===== src/logic/torque_limit_pkg.sv =====
package torque_limit_pkg;

   // ********************
   // Register map
   // ********************
   localparam int          ADDR_W            = 10;
   localparam int          DATA_W            = 32;
   localparam logic [9:0]  OFS_REF_USE       = 10'h000;
   localparam logic [9:0]  OFS_CTRL_METHOD   = 10'h004;
   localparam logic [9:0]  OFS_LIMIT_GAIN    = 10'h008;
   localparam logic [9:0]  OFS_FWD_LIMIT     = 10'h00c;
   localparam logic [9:0]  OFS_REV_LIMIT     = 10'h010;
   localparam logic [9:0]  OFS_ROUTING_MODE  = 10'h014;
   localparam logic [9:0]  OFS_ALLOCATION    = 10'h018;
   localparam logic [9:0]  OFS_JOG_RATE      = 10'h01c;
   localparam logic [9:0]  OFS_JOG_CMD       = 10'h100;
   localparam logic [9:0]  OFS_MON_LIMITS    = 10'h200;
   localparam logic [9:0]  OFS_MON_POSITION  = 10'h204;
   localparam logic [9:0]  OFS_MON_FUNCS     = 10'h208;

   // ********************
   // Field encodings and reset values
   // ********************
   localparam logic [1:0]  USE_NONE          = 2'h0;
   localparam logic [1:0]  USE_EXT_LIMIT     = 2'h1;
   localparam logic [1:0]  USE_FEED_FWD      = 2'h2;
   localparam logic [1:0]  USE_GATED_LIMIT   = 2'h3;
   localparam logic [3:0]  CM_POS_NO_INHIBIT = 4'h1;
   localparam logic [3:0]  CM_TORQUE         = 4'h2;
   localparam logic [3:0]  CM_POS_INHIBIT    = 4'hb;
   localparam logic [3:0]  RST_CTRL_METHOD   = 4'h0;
   localparam logic [1:0]  RST_REF_USE       = 2'h0;
   localparam logic [6:0]  GAIN_MIN          = 7'h0a;
   localparam logic [6:0]  GAIN_MAX          = 7'h64;
   localparam logic [6:0]  RST_LIMIT_GAIN    = 7'h1e;
   localparam logic [9:0]  EXT_LIMIT_MAX     = 10'h320;
   localparam logic [9:0]  RST_EXT_LIMIT     = 10'h064;
   localparam logic [9:0]  RATED_PCT         = 10'h064;
   localparam logic [13:0] JOG_RATE_MAX      = 14'h2710;
   localparam logic [13:0] RST_JOG_RATE      = 14'h01f4;
   localparam logic [0:0]  RST_ROUTING_MODE  = 1'h0;
   localparam int          NUM_SEQ           = 7;
   // Default allocation: function k from input k, nibble k
   localparam logic [27:0] RST_ALLOCATION    = 28'h6543210;
   localparam logic [3:0]  ALLOC_ALWAYS      = 4'h7;
   localparam logic [3:0]  ALLOC_NEVER       = 4'h8;
   localparam logic [3:0]  ALLOC_REVERSED    = 4'h9;
   // Analog input LSB is 10 mV, gain LSB is 100 mV per rated torque
   localparam logic [4:0]  ANALOG_PER_GAIN   = 5'd10;

   // ********************
   // Decoded sequence functions, active high
   // ********************
   typedef struct packed {
      logic rev_limit_request;
      logic fwd_limit_request;
      logic alarm_clear_request;
      logic reverse_travel_block;
      logic forward_travel_block;
      logic proportional_select_in;
      logic servo_on;
   } seq_func_t;

endpackage


===== src/logic/torque_limit_inhibit_input_routing.sv =====
// Function
// Use field 3 makes the analog input a limit gated by limit requests.
// Use field 0 unused, 1 always-on external limit, 2 torque feed-forward.
// Forward request low caps forward torque at smaller of setting and analog.
// Reverse request low caps reverse torque at smaller of setting and analog.
// A high request applies no analog limit in that direction.
// Gated analog limiting and feed-forward are never active together.
// Gated analog limiting is unavailable in torque control mode.
// Limit input gain accepts 10 to 100 in 0.1 V units, resets to 30.
// Analog magnitude is used; derived limits above rated clamp to 100%.
// Forward and reverse limit settings accept 0 to 800, reset to 100.
// Inhibit asserted in position mode stops pulse counting, locks motor.
// Control method 1 always counts; B lets the inhibit input gate counting.
// Inhibit enabled but deasserted counts reference pulses normally.
// Jog speed accepts 0 to 10000, resets to 500, capped at motor maximum.
// Default inputs 0 to 6 map to the seven sequence functions in order.
// Routing mode 0 fixed assignment, 1 free assignment, resets to 0.
// Routing mode 0 switches starred input functions by control method.
// Settings form three groups: settings, auxiliary functions, monitors.
// Limits recomputed every cycle, effective on the next cycle.
`timescale 1ns/1ps
`default_nettype none

module torque_limit_inhibit_input_routing
   import torque_limit_pkg::*;
#(
   parameter int          ANALOG_W      = 16,
   parameter logic [13:0] MOTOR_MAX_RPM = 14'h2710
) (
   input  wire logic                       ref_clk_i,
   input  wire logic                       rst_n_i,
   input  wire logic [ADDR_W-1:0]          addr_i,
   input  wire logic [DATA_W-1:0]          wdata_i,
   input  wire logic                       wr_i,
   input  wire logic                       rd_i,
   output logic      [DATA_W-1:0]          rdata_o,
   input  wire logic [NUM_SEQ-1:0]         seq_input_n_i,
   input  wire logic                       ref_pulse_i,
   input  wire logic                       ref_dir_i,
   input  wire logic signed [ANALOG_W-1:0] analog_torque_i,
   output logic      [9:0]                 fwd_torque_limit_o,
   output logic      [9:0]                 rev_torque_limit_o,
   output logic                            torque_ff_enable_o,
   output logic                            torque_ref_enable_o,
   output logic                            pulse_count_enable_o,
   output logic                            position_lock_o,
   output logic      [13:0]                jog_speed_o,
   output logic                            jog_fwd_o,
   output logic                            jog_rev_o,
   output seq_func_t                       seq_func_o
);

   // ********************
   // Settings
   // ********************
   logic [1:0]          ref_use_r;
   logic [3:0]          ctrl_method_r;
   logic [6:0]          limit_gain_r;
   logic [9:0]          fwd_limit_r;
   logic [9:0]          rev_limit_r;
   logic                routing_mode_r;
   logic [27:0]         allocation_r;
   logic [13:0]         jog_rate_r;
   logic [1:0]          jog_cmd_r;
   logic [DATA_W-1:0]   rdata_r;

   wire        wr_ref_use  = wr_i && (addr_i == OFS_REF_USE);
   wire        wr_ctrl     = wr_i && (addr_i == OFS_CTRL_METHOD);
   wire        wr_gain     = wr_i && (addr_i == OFS_LIMIT_GAIN);
   wire        wr_fwd      = wr_i && (addr_i == OFS_FWD_LIMIT);
   wire        wr_rev      = wr_i && (addr_i == OFS_REV_LIMIT);
   wire        wr_routing  = wr_i && (addr_i == OFS_ROUTING_MODE);
   wire        wr_alloc    = wr_i && (addr_i == OFS_ALLOCATION);
   wire        wr_jog_rate = wr_i && (addr_i == OFS_JOG_RATE);
   wire        wr_jog_cmd  = wr_i && (addr_i == OFS_JOG_CMD);

   // Out-of-range writes are dropped so the setting never holds an illegal value
   // gain range check
   wire        gain_ok     = (wdata_i[31:7] == 25'h0) && (wdata_i[6:0] >= GAIN_MIN)
                             && (wdata_i[6:0] <= GAIN_MAX);
   // limit range check
   wire        ext_ok      = (wdata_i[31:10] == 22'h0) && (wdata_i[9:0] <= EXT_LIMIT_MAX);
   // jog range check
   wire        jog_ok      = (wdata_i[31:14] == 18'h0) && (wdata_i[13:0] <= JOG_RATE_MAX);

   always_ff @(posedge ref_clk_i) begin
      if (!rst_n_i) begin
         ref_use_r      <= RST_REF_USE;
         ctrl_method_r  <= RST_CTRL_METHOD;
         limit_gain_r   <= RST_LIMIT_GAIN;
         fwd_limit_r    <= RST_EXT_LIMIT;
         rev_limit_r    <= RST_EXT_LIMIT;
         routing_mode_r <= RST_ROUTING_MODE;
         allocation_r   <= RST_ALLOCATION;
         jog_rate_r     <= RST_JOG_RATE;
         jog_cmd_r      <= 2'h0;
      end else begin
         if (wr_ref_use) begin
            ref_use_r <= wdata_i[1:0];
         end
         if (wr_ctrl) begin
            ctrl_method_r <= wdata_i[3:0];
         end
         if (wr_gain && gain_ok) begin
            limit_gain_r <= wdata_i[6:0];
         end
         if (wr_fwd && ext_ok) begin
            fwd_limit_r <= wdata_i[9:0];
         end
         if (wr_rev && ext_ok) begin
            rev_limit_r <= wdata_i[9:0];
         end
         // routing mode store
         if (wr_routing) begin
            routing_mode_r <= wdata_i[0];
         end
         if (wr_alloc) begin
            allocation_r <= wdata_i[27:0];
         end
         if (wr_jog_rate && jog_ok) begin
            jog_rate_r <= wdata_i[13:0];
         end
         // Both directions at once is ambiguous, so that write stops jog
         if (wr_jog_cmd) begin
            jog_cmd_r <= (wdata_i[1:0] == 2'h3) ? 2'h0 : wdata_i[1:0];
         end
      end
   end

   // ********************
   // Input synchronisers
   // ********************
   logic [NUM_SEQ-1:0] seq_meta_r;
   logic [NUM_SEQ-1:0] seq_sync_r;
   logic [1:0]         pulse_meta_r;
   logic [1:0]         pulse_sync_r;
   logic               pulse_prev_r;

   always_ff @(posedge ref_clk_i) begin
      if (!rst_n_i) begin
         seq_meta_r   <= {NUM_SEQ{1'b1}};
         seq_sync_r   <= {NUM_SEQ{1'b1}};
         pulse_meta_r <= 2'h0;
         pulse_sync_r <= 2'h0;
         pulse_prev_r <= 1'b0;
      end else begin
         seq_meta_r   <= seq_input_n_i;
         seq_sync_r   <= seq_meta_r;
         pulse_meta_r <= {ref_dir_i, ref_pulse_i};
         pulse_sync_r <= pulse_meta_r;
         pulse_prev_r <= pulse_sync_r[0];
      end
   end

   // ********************
   // Sequence input routing
   // ********************
   logic [NUM_SEQ-1:0] free_func;
   logic [NUM_SEQ-1:0] fixed_func;
   logic [NUM_SEQ-1:0] func_sel;

   // Inputs are active low; free codes 9..F take the input reversed
   genvar k;
   generate
      for (k = 0; k < NUM_SEQ; k++) begin : g_route
         wire [3:0] code = allocation_r[4*k +: 4];
         wire [2:0] idx  = (code >= ALLOC_REVERSED) ? 3'(code - ALLOC_REVERSED) : code[2:0];
         wire       pin  = (idx < 3'(NUM_SEQ)) ? seq_sync_r[idx] : 1'b1;
         assign free_func[k] = (code < ALLOC_ALWAYS)   ? !pin :
                               (code == ALLOC_ALWAYS)  ? 1'b1 :
                               (code == ALLOC_NEVER)   ? 1'b0 :
                               (idx < 3'(NUM_SEQ))     ? pin  : 1'b0;
         // fixed default order
         assign fixed_func[k] = !seq_sync_r[k];
      end
   endgenerate

   // fixed or free selection
   assign func_sel = routing_mode_r ? free_func : fixed_func;

   wire seq_func_t funcs = seq_func_t'(func_sel);

   // starred input switches to inhibit under method B in fixed mode
   wire inhibit_enabled = (ctrl_method_r == CM_POS_INHIBIT);
   wire inhibit_active  = inhibit_enabled && funcs.proportional_select_in;
   wire prop_active     = funcs.proportional_select_in
                          && !(inhibit_enabled && !routing_mode_r);

   // ********************
   // Analog terminal use
   // ********************
   wire torque_mode = (ctrl_method_r == CM_TORQUE);
   // always-on external limit
   wire ext_always  = (ref_use_r == USE_EXT_LIMIT) && !torque_mode;
   // feed-forward only when use field selects it
   wire ff_on       = (ref_use_r == USE_FEED_FWD) && !torque_mode;
   // gated limit disabled in torque mode
   wire gated_on    = (ref_use_r == USE_GATED_LIMIT) && !torque_mode;

   // ********************
   // Analog limit derivation
   // ********************
   // magnitude of the analog value
   wire [ANALOG_W-1:0]   analog_mag = analog_torque_i[ANALOG_W-1]
                                      ? ANALOG_W'(-analog_torque_i)
                                      : ANALOG_W'(analog_torque_i);
   wire [ANALOG_W+4:0]   scaled     = (ANALOG_W+5)'(analog_mag) * (ANALOG_W+5)'(ANALOG_PER_GAIN);
   // Gain never falls below its minimum, so the divisor is never zero
   wire [ANALOG_W+4:0]   pct_raw    = scaled / (ANALOG_W+5)'(limit_gain_r);
   // clamp to rated torque
   wire [9:0]            analog_pct = (pct_raw > (ANALOG_W+5)'(RATED_PCT)) ? RATED_PCT
                                      : pct_raw[9:0];

   // forward minimum
   wire [9:0] fwd_min = (fwd_limit_r < analog_pct) ? fwd_limit_r : analog_pct;
   // reverse minimum
   wire [9:0] rev_min = (rev_limit_r < analog_pct) ? rev_limit_r : analog_pct;

   // Without an analog limit the stored setting is still the ceiling
   // gating by requests
   wire fwd_apply = ext_always || (gated_on && funcs.fwd_limit_request);
   wire rev_apply = ext_always || (gated_on && funcs.rev_limit_request);
   // deasserted request keeps the stored setting only, unless use field 1 applies the analog limit always
   wire [9:0] fwd_nxt = fwd_apply ? fwd_min : fwd_limit_r;
   wire [9:0] rev_nxt = rev_apply ? rev_min : rev_limit_r;

   // ********************
   // Reference pulse counting
   // ********************
   logic [31:0] position_r;
   logic [9:0]  fwd_out_r;
   logic [9:0]  rev_out_r;
   logic        ff_r;
   logic        tref_r;
   logic        count_en_r;
   logic        lock_r;
   logic [13:0] jog_speed_r;
   seq_func_t   func_r;

   // inhibit stops counting and locks
   wire count_en  = !inhibit_active;
   wire pulse_rise = pulse_sync_r[0] && !pulse_prev_r;
   // cap at motor maximum
   wire [13:0] jog_nxt = (jog_rate_r > MOTOR_MAX_RPM) ? MOTOR_MAX_RPM : jog_rate_r;

   always_ff @(posedge ref_clk_i) begin
      if (!rst_n_i) begin
         position_r  <= 32'h0;
         fwd_out_r   <= RST_EXT_LIMIT;
         rev_out_r   <= RST_EXT_LIMIT;
         ff_r        <= 1'b0;
         tref_r      <= 1'b0;
         count_en_r  <= 1'b1;
         lock_r      <= 1'b0;
         jog_speed_r <= RST_JOG_RATE;
         func_r      <= '0;
      end else begin
         // method 1 never inhibits; B gates
         // deasserted inhibit counts normally
         if (pulse_rise && count_en) begin
            position_r <= pulse_sync_r[1] ? position_r - 32'h1 : position_r + 32'h1;
         end
         // limits registered every cycle
         fwd_out_r   <= fwd_nxt;
         rev_out_r   <= rev_nxt;
         ff_r        <= ff_on;
         tref_r      <= torque_mode;
         count_en_r  <= count_en;
         lock_r      <= inhibit_active;
         jog_speed_r <= jog_nxt;
         func_r      <= seq_func_t'({func_sel[6:2], prop_active, func_sel[0]});
      end
   end

   // ********************
   // Read path
   // ********************
   logic [DATA_W-1:0] rd_mux;

   // three register groups by address
   always_comb begin
      rd_mux = '0;
      case (addr_i)
         OFS_REF_USE:      rd_mux = {30'h0, ref_use_r};
         OFS_CTRL_METHOD:  rd_mux = {28'h0, ctrl_method_r};
         OFS_LIMIT_GAIN:   rd_mux = {25'h0, limit_gain_r};
         OFS_FWD_LIMIT:    rd_mux = {22'h0, fwd_limit_r};
         OFS_REV_LIMIT:    rd_mux = {22'h0, rev_limit_r};
         OFS_ROUTING_MODE: rd_mux = {31'h0, routing_mode_r};
         OFS_ALLOCATION:   rd_mux = {4'h0, allocation_r};
         OFS_JOG_RATE:     rd_mux = {18'h0, jog_rate_r};
         OFS_JOG_CMD:      rd_mux = {30'h0, jog_cmd_r};
         OFS_MON_LIMITS:   rd_mux = {6'h0, rev_out_r, 6'h0, fwd_out_r};
         OFS_MON_POSITION: rd_mux = position_r;
         OFS_MON_FUNCS:    rd_mux = {22'h0, lock_r, count_en_r, 1'b0, func_r};
         default:          rd_mux = '0;
      endcase
   end

   always_ff @(posedge ref_clk_i) begin
      if (!rst_n_i) begin
         rdata_r <= '0;
      end else begin
         rdata_r <= rd_i ? rd_mux : '0;
      end
   end

   // ********************
   // Outputs
   // ********************
   assign rdata_o              = rdata_r;
   assign fwd_torque_limit_o   = fwd_out_r;
   assign rev_torque_limit_o   = rev_out_r;
   assign torque_ff_enable_o   = ff_r;
   assign torque_ref_enable_o  = tref_r;
   assign pulse_count_enable_o = count_en_r;
   assign position_lock_o      = lock_r;
   assign jog_speed_o          = jog_speed_r;
   assign jog_fwd_o            = jog_cmd_r[0];
   assign jog_rev_o            = jog_cmd_r[1];
   assign seq_func_o           = func_r;

endmodule

`default_nettype wire


===== config.mk =====
export PLATFORM = sky130hd
export DESIGN_NAME = torque_limit_inhibit_input_routing
export DESIGN_NICKNAME = d
export VERILOG_FILES = /design/src/logic/torque_limit_pkg.sv /design/src/logic/torque_limit_inhibit_input_routing.sv
export SDC_FILE = /design/constraint.sdc
export NUM_CORES = 1
export LEC_CHECK = 0
export BUFFER_PORTS_ARGS = -buffer_cell sky130_fd_sc_hd__buf_2
export CAP_MARGIN = 20
export CORE_UTILIZATION = 55
export CTS_BUF_LIST = sky130_fd_sc_hd__clkbuf_16
export CTS_CLUSTER_SIZE = 12
export DETAILED_ROUTE_END_ITERATION = 12
export PLACE_DENSITY = 0.74
export SYNTH_ARGS = -nofsm -noshare
export SYNTH_HDL_FRONTEND = slang
export SYNTH_SLANG_ARGS = --single-unit

===== constraint.sdc =====
create_clock -name ref_clk_i -period 72.1 [get_ports ref_clk_i]
set_input_delay 10.815 -clock ref_clk_i [delete_from_list [all_inputs] [get_ports ref_clk_i]]
set_output_delay 10.815 -clock ref_clk_i [all_outputs]
set_load 0.1 [all_outputs]

======== Word level (Yosys, flattened, before mapping) ========
Cells that the tools add are included.
cells by class
  reduce and logical (&&, ||, !) cells .... 54
  multipliers ............................. 1
  order comparisons ....................... 36
  multiplexer cells ....................... 67
  bitwise logic cells ..................... 1
  equal/unequal tests ..................... 31
  $add $sub $neg .......................... 10
  div/mod/pow operators ................... 1
operators by type and width
  kind                   count
  $pmux 32 s12           1
  $mux 10                5
  $mux 1                 42
  $eq 10x5->1 const B    4
  $add 32x1->32 const B  1
  $eq 4x4->1 const B     8
  $mux 32                1
  $sub 32x1->32 const B  1
  $eq 10x10->1 const B   3
  $eq 4x3->1 const B     7
  $ge 4x4->1 const B     7
  $lt 3x4->1 const B     7
  $lt 4x3->1 const B     7
  $logic_and 1x1->1      27
  $logic_not 25->1       1
  $logic_not 22->1       1
  $bmux 1 s3             7
  $div 20x7->21          1
  $gt 21x7->1 const B    1
  $lt 3x3->1 const B     7
  $mux 3                 7
  $sub 3x1->3 const B    7
  $eq 10x4->1 const B    2
  $lt 10x10->1           2
  other kinds (23)       44
storage, ports and cells
  bits of input ports ..................... 71
  flip-flop bits (word level) ............. 206
  logic and storage cells ................. 232

======== Logic depth before layout (Yosys ltp) ========
  depth in word-level cells ............... 13
  depth in mapped cells ................... 255

======== Least setup slack after synthesis ========
No wires, ideal clock.
  path kind ............................... input port to flip-flop
  start ................................... in analog_torque_i[8]
  end ..................................... reg rev_out_r[7], in the netlist rev_torque_limit_o[7]
  data required time ...................... 71985 ps
  library setup time ...................... 116 ps
  setup slack ............................. 15625 ps
  arrival time ............................ 56360 ps
  stages on the path ...................... 241
  cell sequence ........................... or4_1 -> nand4b_1 -> o41ai_1 -> xnor2_1 -> ha_1 -> ha_1 -> nand4_1 -> o22ai_1 -> a211o_1 -> nand2_1 -> a21oi_1 -> ha_1 -> o21ai_0 -> a211oi_1 -> o31ai_1 -> a21oi_1 -> inv_1 -> ha_1 -> (+205 left out) -> clkbuf_1 -> nor2_1 -> a21oi_1 -> ha_1 -> a21o_1 -> a21oi_1 -> nor2b_1 -> o21ai_0 -> nand2b_1 -> a21oi_1 -> nor2b_1 -> a311oi_1 -> o211ai_1 -> nor4b_1 -> nand3_1 -> o21ba_1 -> buf_4 -> and3_1
between the ends
  word-level cells in the longest chain between the ends .. 9
RTL lines
  element               line                                       text
  from (decl)           torque_limit_inhibit_input_routing.sv:40   input wire logic signed [ANALOG_W-1:0] analog_torque_i,
  $neg 16->16           torque_limit_inhibit_input_routing.sv:205  ? ANALOG_W'(-analog_torque_i)
  $mux 16 *             torque_limit_inhibit_input_routing.sv:205
  $mul 16x3->19 *       torque_limit_inhibit_input_routing.sv:207  wire [ANALOG_W+4:0] scaled = (ANALOG_W+5)'(analog_mag) * (ANALOG_W+5)'(ANALOG_PER_GAIN);
  $div 20x7->21 *       torque_limit_inhibit_input_routing.sv:209  wire [ANALOG_W+4:0] pct_raw = scaled / (ANALOG_W+5)'(limit_gain_r);
  $gt 21x7->1           torque_limit_inhibit_input_routing.sv:211  wire [9:0] analog_pct = (pct_raw > (ANALOG_W+5)'(RATED_PCT)) ? RATED_PCT
  $mux 10 *             torque_limit_inhibit_input_routing.sv:211
  $lt 10x10->1          torque_limit_inhibit_input_routing.sv:217  wire [9:0] rev_min = (rev_limit_r < analog_pct) ? rev_limit_r : analog_pct;
  $mux 10 *             torque_limit_inhibit_input_routing.sv:217
  $mux 10 *             torque_limit_inhibit_input_routing.sv:225  wire [9:0] rev_nxt = rev_apply ? rev_min : rev_limit_r;
  to (signal assigned)  torque_limit_inhibit_input_routing.sv:265  rev_out_r <= rev_nxt;
  to (decl)             torque_limit_inhibit_input_routing.sv:232  logic [9:0] rev_out_r;
Every way passes the cells marked *; elsewhere a longest branch is shown, timed or not.
A chain may end at the register's enable or synchronous reset.

======== Worst setup path after layout ========
  start ................................... in analog_torque_i[2]
  end ..................................... reg rev_out_r[9], in the netlist rev_torque_limit_o[9]
The elaborated chain is that of the path after synthesis.

==> results.md <==
Worst setup path:
- The highest fanout seen on the critical path is 18.
- The slowest stage of the critical path is the sky130_fd_sc_hd__o21ai_1 cell.
- The startpoint of the worst register-to-register path is limit_gain_r[6].
- The register-to-register setup slack is 20.53 ns.
- On the worst path, the slowest cell contributes a delay of 0.83 ns.
- In this run the critical register-to-register path is captured at rev_torque_limit_o[9].
- The required time of the worst setup path is 72.51 ns.
- The critical path contains buffers and inverters numbering 4 combined.
- STA classifies the critical path startpoint as a primary input.
- The critical path in this run is classified as primary input to register.
- The endpoint type of the worst setup path is a register.
- The cell family with the largest share of critical-path delay is compound AO/OA/AOI/OAI gates.
- The count of cells along the worst register-to-register path is between 200 and 250.
- Counting stages on the worst path, the most repeated cell is sky130_fd_sc_hd__o21a_1.
- The data arrival at the endpoint of the critical path is 65.18 ns.
- The critical path starts at analog_torque_i[2].

Global routing:
- Across every metal layer, demand over resource in global routing totals 32.27%.
- The global-route wire length before repair is 99910 um.
- The number of antenna violations at the first check in global routing is 0.
- The pin count of the biggest net entering global routing is 93.
- The number of global-route vias before repair is 19.21k.
- The total congestion overflow is 0.

Job:
- Max-cap violations in this run came to 0.

Clock tree:
- Clock-pin slew was measured on the worst setup and hold paths at 0.06 ns.
- The CTS tree is built.
- The maximum root-to-sink buffer count is 3.
- The count of instances resized after the clock tree is built is 0.
- Buffers inserted to repair hold after CTS numbered 0.
- The clock insertion delay at the later pin of the skew report is 0.52 ns.
- After clock tree synthesis, the setup repair step added 0 buffers.
- CTS saw approximately 210 sinks.
- In this run the number of H-tree levels came out at 1.
- The clock root buffer master is sky130_fd_sc_hd__clkbuf_16.
- The number of buffers added by the clock tree synthesis step is 22.

Detailed routing:
- The via count is roughly 20k.
- The final antenna-violating net count is 0.
- The total length of routed met2 wires is 30050 um.
- The detailed-route vias per instance is 6.402.
- The met1 layer wirelength in the final routing is 26100 um.
- The highest layer touched by signal routing is met4.
- The count of unresolved DRC violations after routing is 0.
- For this block, the initial DRC count from the detailed router was approximately 1.7k.
- The met3 routed wirelength is 3932 um.
- The first TritonRoute pass finished after 6 iterations.
- The average wire per standard cell is 19.81 um.
- Summed over all layers, the routed wires come to 63220 um.

Floorplan:
- The die outline area is 37960 um2.
- The core outline area is 36610 um2.
- The die is 194.8 um wide.
- Once the floorplan was initialized, standard cells occupied 55.86% of the core.
- Measured along the y axis, the die boundary spans 194.8 um.
- The I/O pin count is 150.
- The row count is 70.

Logic synthesis:
- Synthesis inferred 206 register bits.
- The mean instance size in the synthesized netlist is a little under 8 um2.
- The compound-gate portion of the synthesized area is 26.09%.
- During synthesis, Yosys emitted a total of 0 warnings.
- The largest family of logic cells by synthesized area is compound AO/OA/AOI/OAI gates.
- The mux cell area share after synthesis is 7.391%.
- The synthesized netlist devotes ~4.6% of its cell area to XOR and XNOR gates.
- The adder-cell share of the synthesized area is 14.33%.
- The post-synthesis cell count is 2619.
- The synthesized-area fraction occupied by and/or/nand/nor cells is 23.54%.
- For this run, the leading register cell type out of synthesis is sky130_fd_sc_hd__dfxtp_1.
- The biggest area contributor in the post-synthesis netlist is sky130_fd_sc_hd__dfxtp_1.
- The share of synthesized area in the top cell type comes to between 20% and 30%.
- By area the synthesized netlist is led by sky130_fd_sc_hd__dfxtp_1 (20%), sky130_fd_sc_hd__ha_1 (14%), sky130_fd_sc_hd__nand2_1 (5.2%), sky130_fd_sc_hd__mux2i_1 (5.0%), sky130_fd_sc_hd__a21oi_1 (3.6%).
- The share of the yosys chip area belonging to registers is 20.17%.
- In this run the cell area of the synthesized design comes to between 20000 and 25000 um2.
- The share of flip-flops with an asynchronous set or reset after synthesis is 0%.
- In this run, distinct cell masters in the synthesized netlist total 115.
- Counting flops with a built-in enable in the synthesized netlist gives 0.

Timing:
- The final period demand of the worst path is roughly 65 ns.
- The number of slew-limit violations in the final report is 0.
- At the pin with the least slew margin, the transition time is 1.104 ns.
- The count of endpoints failing hold in the final timing report was 0.
- The final cycle utilization of the critical path is 89.83%.
- Across the routed clock network, the largest skew measured is roughly 0.021 ns.
- Setup violations remaining at the end of the flow were counted as 0.
- Based on the critical path, the design can be clocked at up to 15.44 MHz.
- Across all setup checks in the final design, the least slack found is 7.335 ns.
- Setup repair after global routing left no endpoint under its margin.
- The worst relative slew slack is 26.00%.
- The accumulated negative setup slack is 0 ns.

Status:
- The run finished with clean final reports.

Placed design:
- Detailed placement ended at an HPWL of 49270 um.
- Timing analysis after detailed placement gives a worst setup slack of 7.978 ns.
- The final weighted congestion of routability-driven global placement is between 0.9 and 1.
- Input and output buffers added on the ports amount to approximately 150.

Final layout:
- Of the cells placed in the final design, the portion with a size suffix greater than 1 is between 10 and 15%.
- The growth of design area from synthesis to finish is 8.553%.
- The final net count is 3022.
- The diode insertion count for antenna repair is 0.

Worst hold path:
- Along the worst hold path, the cell count comes to 1.
- The startpoint of the worst hold path is seq_meta_r[5].
- The type of the worst min-delay path is register to register.
- For hold timing, the worst endpoint is seq_sync_r[5].
==> cells in the final DEF, fill, tap and decap left out, types with 64 or more instances in the layout <==
cell type                 count
sky130_fd_sc_hd__nor3_1      94
sky130_fd_sc_hd__ha_1       231
sky130_fd_sc_hd__a21oi_1    145
sky130_fd_sc_hd__mux2i_1    103
sky130_fd_sc_hd__nor2b_1     86
sky130_fd_sc_hd__xnor2_1     72
sky130_fd_sc_hd__dfxtp_1    206
sky130_fd_sc_hd__inv_1      109
sky130_fd_sc_hd__buf_2      148
sky130_fd_sc_hd__o21ai_0    131
sky130_fd_sc_hd__nand3_1     64
sky130_fd_sc_hd__nor2_1     189
sky130_fd_sc_hd__nand2_1    282
sky130_fd_sc_hd__o21a_1      81
==> flip-flops by register name, indices dropped and copies added (netlist names), 2 cells and up <==
signal              flops
ctrl_method_r           4
seq_sync_r              7
pulse_meta_r            2
seq_meta_r              7
jog_cmd_r               2
limit_gain_r            7
seq_func_o              7
jog_speed_o            14
allocation_r           28
fwd_torque_limit_o     10
jog_rate_r             14
ref_use_r               2
position_r             32
rdata_o                32
rev_limit_r            10
pulse_sync_r            2
rev_torque_limit_o     10
fwd_limit_r            10
==> how the worst max path moves through the flow <==
| stage | to | slack [ns] | cells after the start |
|---|---|---|---|
| 3_5_place_dp | rev_torque_limit_o[7] | 7.98 | 226 |
| 6_report | rev_torque_limit_o[9] | 7.33 | 224 |
| 2_1_floorplan | rev_torque_limit_o[7] | 15.62 | 241 |
| 4_1_cts | rev_torque_limit_o[9] | 8.29 | 224 |
| 5_1_grt | rev_torque_limit_o[8] | 2.86 | 228 |
| 3_3_place_gp | rev_torque_limit_o[9] | 10.10 | 226 |
==> final cells by class <==
type,count,area (um2)
inverters,108,405.4
clock inverters,8,53.80
well taps,468,585.6
multi-input cells,2214,15580
fillers,3339,14410
clock buffers,22,550.5
flip-flops and latches,206,4124
repair buffers,166,899.6
==> synthesized netlist by cell type, types with 76 or more instances <==
| library cell | n |
|---|---|
| sky130_fd_sc_hd__dfxtp_1 | 206 |
| sky130_fd_sc_hd__nor2_1 | 191 |
| sky130_fd_sc_hd__nor2b_1 | 86 |
| sky130_fd_sc_hd__clkbuf_1 | 76 |
| sky130_fd_sc_hd__nor3_1 | 96 |
| sky130_fd_sc_hd__nand2_1 | 282 |
| sky130_fd_sc_hd__a21oi_1 | 146 |
| sky130_fd_sc_hd__o21a_1 | 81 |
| sky130_fd_sc_hd__ha_1 | 231 |
| sky130_fd_sc_hd__inv_1 | 107 |
| sky130_fd_sc_hd__o21ai_0 | 131 |
| sky130_fd_sc_hd__mux2i_1 | 103 |
==> per-stage QoR <==
stage	instance area [um2]	util [%]	hold slack (ns)	cells
after floorplan	20470	-	0.3863	2624
after global placement	21560	58.88	0.3944	3160
after detailed placement	21580	58.96	0.3956	3161
after CTS	22190	60.61	0.4086	3191
after global routing	22200	60.64	0.4339	3192
final	22200	60.64	0.4042	3192
==> layer usage <==
layer	vias to the layer above	global-route usage, %
li1	9862	-
met1	9577	39.21
met2	828	57.27
met3	167	2.585
met4	0	15.69
met5	-	0
==> cell families after synthesis <==
family | Yosys count
AND/OR/NAND/NOR | 962
AO/OA/AOI/OAI | 767
adder cells (fa/ha/maj) | 233
flip-flops | 206
buffers and inverters | 204
multiplexers | 138
XOR/XNOR | 107
other | 2
Power is left out: the tool's default activity adds up to more than one toggle a clock period on the data nets, which glitch-free logic cannot reach.
